===== config.mk =====
export PLATFORM = sky130hd
export DESIGN_NAME = cir_ctrl
export DESIGN_NICKNAME = d
export VERILOG_FILES = /design/src/logic/cir_pkg.sv /design/src/logic/cir_pin_if.sv /design/src/logic/cir_pin_sync.sv /design/src/logic/cir_ctrl.sv
export SDC_FILE = /design/constraint.sdc
export NUM_CORES = 1
export LEC_CHECK = 0
export BUFFER_PORTS_ARGS = -buffer_cell sky130_fd_sc_hd__buf_2
export CAP_MARGIN = 30
export CORE_ASPECT_RATIO = 0.7
export CORE_MARGIN = 1.5
export CORE_UTILIZATION = 40
export CTS_CLUSTER_SIZE = 16
export DETAILED_ROUTE_END_ITERATION = 10
export PLACE_DENSITY_LB_ADDON = 0.2
export SYNTH_ARGS = -nofsm -noshare
export SYNTH_HDL_FRONTEND = slang
export SYNTH_HIERARCHICAL = 1
export SYNTH_SLANG_ARGS = --single-unit

===== constraint.sdc =====
create_clock -name clk -period 2.3 [get_ports clk]
set_clock_uncertainty 0.05 [all_clocks]
set_input_delay 0.345 -clock clk [delete_from_list [all_inputs] [get_ports clk]]
set_output_delay 0.345 -clock clk [all_outputs]
set_load 0.05 [all_outputs]

===== src/logic/cir_pkg.sv =====
/*
  Shared constants and types for the processor interrupt and reset control block.
  Assumes a single 200 MHz clock domain and a synchronous active-high reset.
*/
`default_nettype none

package cir_pkg;

  // Positions of the pins that pass through the input synchroniser.
  localparam int SYNC_W = 5;
  localparam int SY_NMI = 0;
  localparam int SY_MASKABLE_IRQ_REQ = 1;
  localparam int SY_TEST_N = 2;
  localparam int SY_HOLD = 3;
  localparam int SY_MAXM = 4;

  // Start-up and arming counts, in processor clocks.
  localparam logic [2:0] INIT_CLOCKS = 3'h7;
  localparam logic [1:0] NMI_ARM_CLOCKS = 2'h2;

  // Address constants.
  localparam logic [19:0] RESET_VECTOR = 20'hFFFF0;
  localparam logic [3:0] IO_UPPER_ZERO = 4'h0;
  localparam logic [7:0] IO_PAGE_ZERO = 8'h00;
  localparam logic [7:0] NMI_TYPE = 8'h02;
  localparam logic [1:0] VEC_ENTRY_LSB = 2'h0;
  localparam int VEC_W = 10;

  // Encodings of the three cycle status lines.
  localparam logic [2:0] CS_IRQ_ACK_STROBE = 3'h0;
  localparam logic [2:0] CS_IOR = 3'h1;
  localparam logic [2:0] CS_IOW = 3'h2;
  localparam logic [2:0] CS_HALT = 3'h3;
  localparam logic [2:0] CS_FETCH = 3'h4;
  localparam logic [2:0] CS_PASSIVE = 3'h7;

  // Minimum mode halt indication on select, direction and status-zero.
  localparam logic HALT_IO_MEM = 1'h1;
  localparam logic HALT_DIR = 1'h1;
  localparam logic HALT_SS0 = 1'h1;

  // Bus states of one acknowledge cycle.
  localparam logic [1:0] BS_T1 = 2'h0;
  localparam logic [1:0] BS_T2 = 2'h1;
  localparam logic [1:0] BS_T3 = 2'h2;
  localparam logic [1:0] BS_T4 = 2'h3;

  typedef enum logic [2:0] {ST_RESET, ST_INIT, ST_RUN, ST_ACK, ST_HALT, ST_HOLD} cir_state_type;

endpackage

`default_nettype wire


===== src/logic/cir_pin_if.sv =====
/*
  Carrier between the control block and its pin synchroniser.
  Assumes both ends run on the same processor clock.
*/
`default_nettype none

interface cir_pin_if;
  import cir_pkg::*;
  logic [SYNC_W-1:0] raw;
  logic [SYNC_W-1:0] clean;
  modport sync (input raw, output clean);
  modport user (output raw, input clean);
endinterface

`default_nettype wire


===== src/logic/cir_pin_sync.sv =====
/*
  Three-stage synchroniser with agreement filter for asynchronous pins.
  Assumes raw inputs may change at any time relative to clk.
*/
`default_nettype none

module cir_pin_sync (
  input wire logic clk,
  input wire logic srst,
  cir_pin_if.sync pins
);
  import cir_pkg::*;

  typedef struct packed {
    logic [SYNC_W-1:0] s1;
    logic [SYNC_W-1:0] s2;
    logic [SYNC_W-1:0] s3;
    logic [SYNC_W-1:0] clean;
  } cir_sync_state_type;

  cir_sync_state_type q;
  cir_sync_state_type next_q;

  // A bit changes only once stages two and three agree, so one late stage cannot glitch it.
  always_comb begin
    next_q = q;
    next_q.s1 = pins.raw;
    next_q.s2 = q.s1;
    next_q.s3 = q.s2;
    next_q.clean = (q.s2 & q.s3) | (q.clean & (q.s2 ^ q.s3));
  end

  always_ff @(posedge clk) begin
    if (srst) begin
      q <= '0;
    end else begin
      q <= next_q;
    end
  end

  assign pins.clean = q.clean;

endmodule // cir_pin_sync

`default_nettype wire


===== src/logic/cir_ctrl.sv =====
/*
  Processor reset, interrupt, halt, lock, test-wait and I/O address control.
  Assumes the execution core supplies one-cycle event pulses on clk and
  that the asynchronous pins are filtered by the pin synchroniser below.
*/
`default_nettype none

// Function
// - I/O cycles drive the port on the low sixteen lines, upper four zero.
// - Direct I/O reaches 256 ports; pointer-register I/O reaches all 64k.
// - Reset stops everything and keeps the block dormant while high.
// - About seven start-up clocks after reset, then fetch from the top vector.
// - Non-maskable edges before the second clock after reset are ignored.
// - Type byte times four forms a vector address below 400 hex.
// - Non-maskable rising edge raises type 2, ahead of the maskable request.
// - Non-maskable edge is latched, serviced at a boundary, re-armed on service.
// - Maskable request is a sampled level, ignored while interrupts are disabled.
// - Every response pushes flags and clears the interrupt enable.
// - Two back-to-back acknowledge cycles, type in the second; no hold grant meanwhile.
// - Max mode locks from second state of first acknowledge to that of second.
// - Halt shows status; minimum mode latch strobe comes one clock late.
// - A hold during halt keeps halt and reissues the indication afterwards.
// - Only an accepted interrupt or reset leaves halt.
// - Lock prefix locks next clock until instruction end; held requests granted after.
// - Test wait repeats until test goes low; no bus cycles once queue full.
// - Hold during test wait floats outputs; interrupts processed after regaining bus.
module cir_ctrl (
  input wire logic clk,
  input wire logic srst,
  input wire logic max_mode_strap,
  input wire logic nmi_pin,
  input wire logic maskable_irq_req,
  input wire logic test_n,
  input wire logic hold_req,
  input wire logic instr_end,
  input wire logic halt_exec,
  input wire logic lock_prefix,
  input wire logic lock_end,
  input wire logic wait_exec,
  input wire logic queue_full,
  input wire logic if_set,
  input wire logic if_clear,
  input wire logic flags_restore,
  input wire logic restored_if,
  input wire logic io_req,
  input wire logic io_write,
  input wire logic io_direct,
  input wire logic [7:0] io_port,
  input wire logic [15:0] io_pointer_reg,
  input wire logic [7:0] type_byte,
  output logic core_run,
  output logic fetch_start,
  output logic [19:0] addr,
  output logic ale,
  output logic irq_ack_strobe_n,
  output logic lock_n,
  output logic [2:0] cycle_status,
  output logic io_mem,
  output logic xfer_direction,
  output logic status_zero_min,
  output logic service_start,
  output logic [cir_pkg::VEC_W-1:0] vector_addr,
  output logic flags_push,
  output logic if_flag,
  output logic hold_grant,
  output logic halted,
  output logic wait_done,
  output logic bus_quiet
);
  import cir_pkg::*;

  typedef struct packed {
    cir_state_type st;
    logic [2:0] cnt;
    logic [1:0] arm_cnt;
    logic [1:0] bst;
    logic ack_second;
    logic nmi_prev;
    logic nmi_pend;
    logic pfx_lock;
    logic ack_lock;
    logic hold_rec;
    logic halt_ret;
    logic halt_new;
    logic ale_due;
    logic waiting;
    logic resume;
    logic core_run;
    logic fetch_start;
    logic [19:0] addr;
    logic ale;
    logic irq_ack_strobe_n;
    logic lock_n;
    logic [2:0] cycle_status;
    logic io_mem;
    logic xfer_direction;
    logic status_zero_min;
    logic service_start;
    logic [VEC_W-1:0] vector_addr;
    logic flags_push;
    logic if_flag;
    logic hold_grant;
    logic halted;
    logic wait_done;
    logic bus_quiet;
  } cir_ctrl_state_type;

  cir_ctrl_state_type q;
  cir_ctrl_state_type next_q;
  logic max_mode;
  logic maskable_irq_req_s;
  logic nmi_rise;
  logic irq_ok;
  logic boundary;
  logic grant_now;
  logic io_take;

  cir_pin_if pin_bus ();

  // Every pin from outside the clock domain goes through the filtered synchroniser.
  assign pin_bus.raw = {max_mode_strap, hold_req, test_n, maskable_irq_req, nmi_pin};

  cir_pin_sync u_sync (
    .clk(clk),
    .srst(srst),
    .pins(pin_bus.sync)
  );

  // Derived conditions shared by several states.
  assign max_mode = pin_bus.clean[SY_MAXM];
  assign maskable_irq_req_s = pin_bus.clean[SY_MASKABLE_IRQ_REQ];
  assign nmi_rise = pin_bus.clean[SY_NMI] & ~q.nmi_prev;
  assign irq_ok = maskable_irq_req_s & q.if_flag;
  assign boundary = instr_end | q.waiting | q.resume;
  assign grant_now = (pin_bus.clean[SY_HOLD] | q.hold_rec) & ~q.pfx_lock & ~q.ack_lock;

  // Next-state logic; pulses default low and the state case overrides the software flag writes.
  always_comb begin
    next_q = q;
    io_take = 1'b0;
    next_q.fetch_start = 1'b0;
    next_q.ale = 1'b0;
    next_q.service_start = 1'b0;
    next_q.flags_push = 1'b0;
    next_q.wait_done = 1'b0;
    next_q.resume = 1'b0;
    next_q.nmi_prev = pin_bus.clean[SY_NMI];
    if (q.arm_cnt != NMI_ARM_CLOCKS) begin
      next_q.arm_cnt = q.arm_cnt + 2'h1;
    end
    if (if_set) begin
      next_q.if_flag = 1'b1;
    end
    if (if_clear) begin
      next_q.if_flag = 1'b0;
    end
    if (flags_restore) begin
      next_q.if_flag = restored_if;
    end
    if (lock_prefix) begin
      next_q.pfx_lock = 1'b1;
    end else if (lock_end) begin
      next_q.pfx_lock = 1'b0;
    end
    if (pin_bus.clean[SY_HOLD] && q.pfx_lock) begin
      next_q.hold_rec = 1'b1;
    end
    if (wait_exec && q.core_run) begin
      next_q.waiting = 1'b1;
    end
    case (q.st)
      ST_RESET: begin
        next_q.st = ST_INIT;
        next_q.cnt = 3'h0;
      end
      ST_INIT: begin
        if (q.cnt == INIT_CLOCKS - 3'h1) begin
          next_q.st = ST_RUN;
          next_q.core_run = 1'b1;
          next_q.fetch_start = 1'b1;
          next_q.addr = RESET_VECTOR;
          next_q.cycle_status = CS_FETCH;
          next_q.ale = 1'b1;
        end else begin
          next_q.cnt = q.cnt + 3'h1;
        end
      end
      ST_RUN: begin
        next_q.cycle_status = CS_PASSIVE;
        next_q.io_mem = 1'b0;
        if (q.waiting && !pin_bus.clean[SY_TEST_N]) begin
          next_q.waiting = 1'b0;
          next_q.wait_done = 1'b1;
        end
        if (grant_now) begin
          next_q.st = ST_HOLD;
          next_q.hold_grant = 1'b1;
        end else if (boundary && q.nmi_pend) begin
          next_q.nmi_pend = 1'b0;
          next_q.service_start = 1'b1;
          next_q.vector_addr = {NMI_TYPE, VEC_ENTRY_LSB};
          next_q.flags_push = 1'b1;
          next_q.if_flag = 1'b0;
          next_q.waiting = 1'b0;
        end else if (boundary && irq_ok) begin
          next_q.st = ST_ACK;
          next_q.bst = BS_T1;
          next_q.ack_second = 1'b0;
          next_q.flags_push = 1'b1;
          next_q.if_flag = 1'b0;
          next_q.waiting = 1'b0;
          next_q.ale = ~max_mode;
          next_q.cycle_status = CS_IRQ_ACK_STROBE;
          next_q.xfer_direction = 1'b0;
          next_q.status_zero_min = 1'b0;
        end else if (halt_exec) begin
          next_q.st = ST_HALT;
          next_q.halt_new = 1'b1;
        end else if (io_req) begin
          io_take = 1'b1;
        end
      end
      ST_ACK: begin
        next_q.bst = q.bst + 2'h1;
        if (q.bst == BS_T4) begin
          if (!q.ack_second) begin
            next_q.ack_second = 1'b1;
            next_q.ale = ~max_mode;
          end else begin
            next_q.st = ST_RUN;
            next_q.ack_second = 1'b0;
            next_q.service_start = 1'b1;
            next_q.vector_addr = {type_byte, VEC_ENTRY_LSB};
            next_q.cycle_status = CS_PASSIVE;
          end
        end
        if (max_mode && next_q.bst == BS_T2) begin
          next_q.ack_lock = ~q.ack_second;
        end
      end
      ST_HALT: begin
        if (q.halt_new) begin
          next_q.halt_new = 1'b0;
          next_q.halted = 1'b1;
          next_q.ale_due = ~max_mode;
          if (max_mode) begin
            next_q.cycle_status = CS_HALT;
          end else begin
            next_q.io_mem = HALT_IO_MEM;
            next_q.xfer_direction = HALT_DIR;
            next_q.status_zero_min = HALT_SS0;
          end
        end else begin
          next_q.ale = q.ale_due;
          next_q.ale_due = 1'b0;
          if (q.nmi_pend || irq_ok) begin
            next_q.st = ST_RUN;
            next_q.halted = 1'b0;
            next_q.resume = 1'b1;
            next_q.cycle_status = CS_PASSIVE;
            next_q.io_mem = 1'b0;
          end else if (grant_now) begin
            next_q.st = ST_HOLD;
            next_q.halt_ret = 1'b1;
            next_q.hold_grant = 1'b1;
          end
        end
      end
      ST_HOLD: begin
        if (!pin_bus.clean[SY_HOLD]) begin
          next_q.hold_grant = 1'b0;
          next_q.hold_rec = 1'b0;
          next_q.halt_ret = 1'b0;
          next_q.halt_new = q.halt_ret;
          next_q.st = q.halt_ret ? ST_HALT : ST_RUN;
        end
      end
      default: begin
        next_q.st = ST_RESET;
      end
    endcase
    // The I/O address keeps memory format with the top nibble forced to zero.
    if (io_take) begin
      next_q.addr = {IO_UPPER_ZERO, io_direct ? {IO_PAGE_ZERO, io_port} : io_pointer_reg};
      next_q.cycle_status = io_write ? CS_IOW : CS_IOR;
      next_q.io_mem = 1'b1;
      next_q.xfer_direction = io_write;
      next_q.status_zero_min = ~io_write;
      next_q.ale = 1'b1;
    end
    // A new edge in the service cycle is kept: the set is applied after the clear.
    if (nmi_rise && q.arm_cnt == NMI_ARM_CLOCKS) begin
      next_q.nmi_pend = 1'b1;
    end
    next_q.irq_ack_strobe_n = !(next_q.st == ST_ACK
                                && (next_q.bst == BS_T2 || next_q.bst == BS_T3));
    next_q.lock_n = ~(next_q.pfx_lock | next_q.ack_lock);
    next_q.bus_quiet = next_q.waiting & queue_full;
  end

  // Synchronous reset holds the block dormant; release starts the start-up count.
  always_ff @(posedge clk) begin
    if (srst) begin
      q <= '0;
      q.irq_ack_strobe_n <= 1'b1;
      q.lock_n <= 1'b1;
      q.cycle_status <= CS_PASSIVE;
    end else begin
      q <= next_q;
    end
  end

  assign core_run = q.core_run;
  assign fetch_start = q.fetch_start;
  assign addr = q.addr;
  assign ale = q.ale;
  assign irq_ack_strobe_n = q.irq_ack_strobe_n;
  assign lock_n = q.lock_n;
  assign cycle_status = q.cycle_status;
  assign io_mem = q.io_mem;
  assign xfer_direction = q.xfer_direction;
  assign status_zero_min = q.status_zero_min;
  assign service_start = q.service_start;
  assign vector_addr = q.vector_addr;
  assign flags_push = q.flags_push;
  assign if_flag = q.if_flag;
  assign hold_grant = q.hold_grant;
  assign halted = q.halted;
  assign wait_done = q.wait_done;
  assign bus_quiet = q.bus_quiet;

  // I/O cycles never carry a non-zero top nibble.
  property p_io_upper;
    @(posedge clk) disable iff (srst) io_take |=> addr[19:16] == IO_UPPER_ZERO;
  endproperty
  a_io_upper: assert property (p_io_upper) else $error("io upper nibble not zero");

  property p_io_direct;
    @(posedge clk) disable iff (srst) (io_take && io_direct) |=> addr[15:8] == IO_PAGE_ZERO;
  endproperty
  a_io_direct: assert property (p_io_direct) else $error("direct io left page zero");

  property p_startup;
    @(posedge clk) disable iff (srst) $fell(srst) |-> !core_run [*8] ##1 (fetch_start && addr == RESET_VECTOR);
  endproperty
  a_startup: assert property (p_startup) else $error("start-up fetch mistimed");

  property p_nmi_arm;
    @(posedge clk) disable iff (srst) $rose(q.nmi_pend) |-> $past(q.arm_cnt) == NMI_ARM_CLOCKS;
  endproperty
  a_nmi_arm: assert property (p_nmi_arm) else $error("nmi accepted before arming");

  property p_nmi_first;
    @(posedge clk) disable iff (srst)
      (q.st == ST_RUN && boundary && q.nmi_pend && !grant_now)
      |=> (service_start && vector_addr == {NMI_TYPE, VEC_ENTRY_LSB} && irq_ack_strobe_n);
  endproperty
  a_nmi_first: assert property (p_nmi_first) else $error("nmi not serviced first");

  property p_flags_push;
    @(posedge clk) disable iff (srst) flags_push |-> !if_flag;
  endproperty
  a_flags_push: assert property (p_flags_push) else $error("enable not cleared on response");

  property p_ack_pair;
    @(posedge clk) disable iff (srst)
      ($fell(irq_ack_strobe_n) && !q.ack_second) |-> ##4 $fell(irq_ack_strobe_n) ##3 service_start;
  endproperty
  a_ack_pair: assert property (p_ack_pair) else $error("acknowledge pair mistimed");

  property p_ack_nohold;
    @(posedge clk) disable iff (srst) (q.st == ST_ACK) |-> !hold_grant;
  endproperty
  a_ack_nohold: assert property (p_ack_nohold) else $error("hold granted during ack");

  property p_ack_lock;
    @(posedge clk) disable iff (srst)
      ($fell(irq_ack_strobe_n) && !q.ack_second && max_mode && !q.pfx_lock)
      |-> !lock_n [*4] ##1 lock_n;
  endproperty
  a_ack_lock: assert property (p_ack_lock) else $error("acknowledge lock window wrong");

  property p_halt_ale;
    @(posedge clk) disable iff (srst) ($rose(halted) && !max_mode) |-> !ale ##1 ale;
  endproperty
  a_halt_ale: assert property (p_halt_ale) else $error("halt latch strobe not delayed");

  property p_halt_exit;
    @(posedge clk) disable iff (srst) $fell(halted) |-> $past(q.nmi_pend || irq_ok);
  endproperty
  a_halt_exit: assert property (p_halt_exit) else $error("halt left without interrupt");

  property p_lock_pfx;
    @(posedge clk) disable iff (srst) lock_prefix |=> !lock_n;
  endproperty
  a_lock_pfx: assert property (p_lock_pfx) else $error("lock not driven after prefix");

endmodule // cir_ctrl

`default_nettype wire


==> impl_metrics.env <==
export IMPL_die_width_um=122
export IMPL_synth_compound_gate_area_share_pct=15.7
export IMPL_rsz0062_at_grt="false"
export IMPL_syn_mean_instance_area_um2=8.97
export IMPL_synth_top_cell_area_share_pct=42.6
export IMPL_cts_setup_buffers=0
export IMPL_detailed_place_hpwl_um=6590
export IMPL_cp_max_fo=14
export IMPL_synth_most_common_cell="dfxtp_1"
export IMPL_synth_commonest_cells="84 x dfxtp_1, 44 x nor2_1, 39 x buf_4"
export IMPL_numCtsBuffers=9
export IMPL_fmax_ghz=0.480
export IMPL_drt_total_wl_um=8950
export IMPL_fillCellCount=956
export IMPL_worst_slew_pin_slew_ns=0.694
export IMPL_ys_types=62
export IMPL_p_per_area_nw_per_um2=750
export IMPL_grt_pass1_wl_um=14300
export IMPL_hold_slack_ns=0.176
export IMPL_hold_viol=0
export IMPL_cts_htree_levels=3
export IMPL_grt_usage_pct=17.5
export IMPL_ios=100
export IMPL_cp_data_required_time_ns=2.46
export IMPL_fin_nets=566
export IMPL_cts_root_buf="clkbuf_16"
export IMPL_seq_area_frac_synth_pct=42.6
export IMPL_drc=0
export IMPL_area_delta_synth_final_pct=18.6
export IMPL_arrival_ns=2.24
export IMPL_grt_max_degree=35
export IMPL_postCtsHoldBufs=0
export IMPL_clkLatencyLatePin_ns=0.33
export IMPL_end_kind="register"
export IMPL_synthAdderAreaFrac_pct=3.17
export IMPL_hold_class="in -> reg"
export IMPL_die_area_um2=10500
export IMPL_synth_edf_count=0
export IMPL_via_count=3156
export IMPL_synthFlopType="dfxtp_1"
export IMPL_finalSetupTns_ns=0
export IMPL_path_class="reg -> reg"
export IMPL_grt_pass1_vias=2903
export IMPL_layout_drive_gt1_share_pct=33.4
export IMPL_grt_overflow=0
export IMPL_num_rows=30
export IMPL_yosysTopAreaCell="dfxtp_1"
export IMPL_synthSimpleGateAreaFrac_pct=23.4
export IMPL_synthArstFlopShare_pct=0
export IMPL_status="finished clean"
export IMPL_synth_top_family_by_area="simple AND/OR/NAND/NOR gates"
export IMPL_setup_viol=0
export IMPL_synthMuxAreaShare_pct=2.66
export IMPL_finalMaxSlewViolations=0
export IMPL_synth_xor_area_share_pct=0.888
export IMPL_die_y_um=86.1
export IMPL_io_buffers=97
export IMPL_clock_path_buffers=2
export IMPL_cts_sink_count=84
export IMPL_p_leak_uw=0.00200
export IMPL_ys_warn_count=6
export IMPL_antenna_cells=0
export IMPL_antenna_left=0
export IMPL_first_iter_violations=160
export IMPL_peakVddDrop_uv=410
export IMPL_synthCells=440
export IMPL_synthTopCellsByArea="dfxtp_1 43%, buf_4 7.4%, a21oi_1 4.4%"
export IMPL_avgRoutedWirePerCell_um=14.1
export IMPL_relSlewSlack_pct=53.7
export IMPL_synthesis_area_um2=3950
export IMPL_gp_congestion=0.842
export IMPL_core_um2=9650
export IMPL_critPathLaunchType="register"
export IMPL_start_util_pct=40.9
export IMPL_drt_pre_antenna_iters=4
export IMPL_avgViaCountPerCell=4.95
export IMPL_max_cap_viol_count=0
export IMPL_finalCriticalPeriod_ns=2.08
export IMPL_ys_ff_latch=84
export IMPL_antenna_found_initial=0
export IMPL_place_inst=621
export IMPL_tritoncts="built"
export IMPL_finalNonFillerCells=637
export IMPL_cts_clk_slew_worst_paths_ns=0.06
export IMPL_period_share_pct=90.6
export IMPL_cts_resized=0
## critical path: stages, from the launching register on
cell and delay, ns:
dfxtp_1 0.66, or3b_4 0.48, o31ai_4 0.29, nand2_2 0.12, a221o_1 0.36
## path summary, 6_finish.rpt
path | to | slack (ns) | cells past startpoint | startpoint
worst min register to register | u_sync/next_q[7]$_SDFF_PP0_ | 0.39 | 1 | u_sync/next_q[12]$_SDFF_PP0_
worst max-delay path | cycle_status[0]$_SDFFE_PP1P_ | 0.22 | 4 | q[68]$_SDFF_PP0_
worst max register to register | cycle_status[0]$_SDFFE_PP1P_ | 0.22 | 4 | q[68]$_SDFF_PP0_
worst min-delay path | u_sync/next_q[14]$_SDFF_PP0_ | 0.18 | 2 | max_mode_strap
## logic make-up (layout without fill, tap and decap cells)
family                     count (synthesis)  in the layout
AOI/OAI and AO/OA                         91             91
muxes                                     10             10
buffers and inverters                     71            139
DFF                                       84             84
xor gates and xnor gates                   4              4
other                                      1              2
and+or+nand+nor                          169            169
adders and majority gates                 10             10
## registers in the layout (all words and copies together), names as in the netlist
signal / count
wait_done: 1
if_flag: 1
cycle_status: 3
q: 21
status_zero_min: 1
addr: 17
fetch_start: 1
service_start: 1
u_sync/pins.clean: 5
u_sync/q: 5
lock_n: 1
io_mem: 1
ale: 1
hold_grant: 1
flags_push: 1
vector_addr: 8
xfer_direction: 1
bus_quiet: 1
halted: 1
u_sync/next_q: 10
irq_ack_strobe_n: 1
core_run: 1
## area by class of cell
class / instances / area, um2 / share of cell area, %
Clock buffer: 13 / 280 / 5.99
Multi-Input combinational cell: 286 / 1820 / 38.9
Timing Repair Buffer: 114 / 613 / 13.1
Sequential cell: 84 / 1680 / 35.9
Clock inverter: 3 / 90.1 / 1.93
Inverter: 9 / 33.8 / 0.722
Tap cell: 128 / 160 / 3.42
## layer usage
metal / vias up / GRT usage, % / part of all wire (%)
met1: 1463 / 24.2 / 50
met3: 2 / 4.59 / 5.4
li1: 1614 / - / -
met2: 77 / 27.0 / 44
met5: - / 0 / 0
met4: 0 / 4.60 / 0.26
## through the flow
| step | worst slack [ns] | area (um2) | total power [uW] | utilization (%) |
|---|---|---|---|---|
| after floorplan | 0.490 | 3950 | 1730 | - |
| after global placement | 0.296 | 4310 | 1810 | 44.7 |
| after detailed placement | 0.279 | 4310 | 1810 | 44.7 |
| after CTS | 0.249 | 4680 | 3550 | 48.5 |
| after global routing | 0.105 | 4680 | 3630 | 48.5 |
| final | 0.216 | 4680 | 3510 | 48.5 |
## cells in the final DEF (no fill, tap or decap), drive strengths merged, types with 4 or more instances in the layout
cell	netlist	layout
clkbuf	12	13
ha	10	10
a31oi	4	4
mux2i	6	6
a211oi	16	16
a21oi	36	36
dfxtp	84	84
buf	50	114
o21ai	9	9
nor2	47	47
mux2	4	4
a22oi	4	4
or2	6	6
nor3	21	21
nor2b	20	20
nand2	28	28
nand2b	12	12
inv	9	9
nand3	19	19
## report_power, final
part	switching (uW)	internal (uW)	leakage [uW]
clock network	549	1180	0.000182
logic	148	114	0.00113
registers	27.5	1490	0.000682
total	724	2790	0.00200
(Power assumes the default switching activity.)
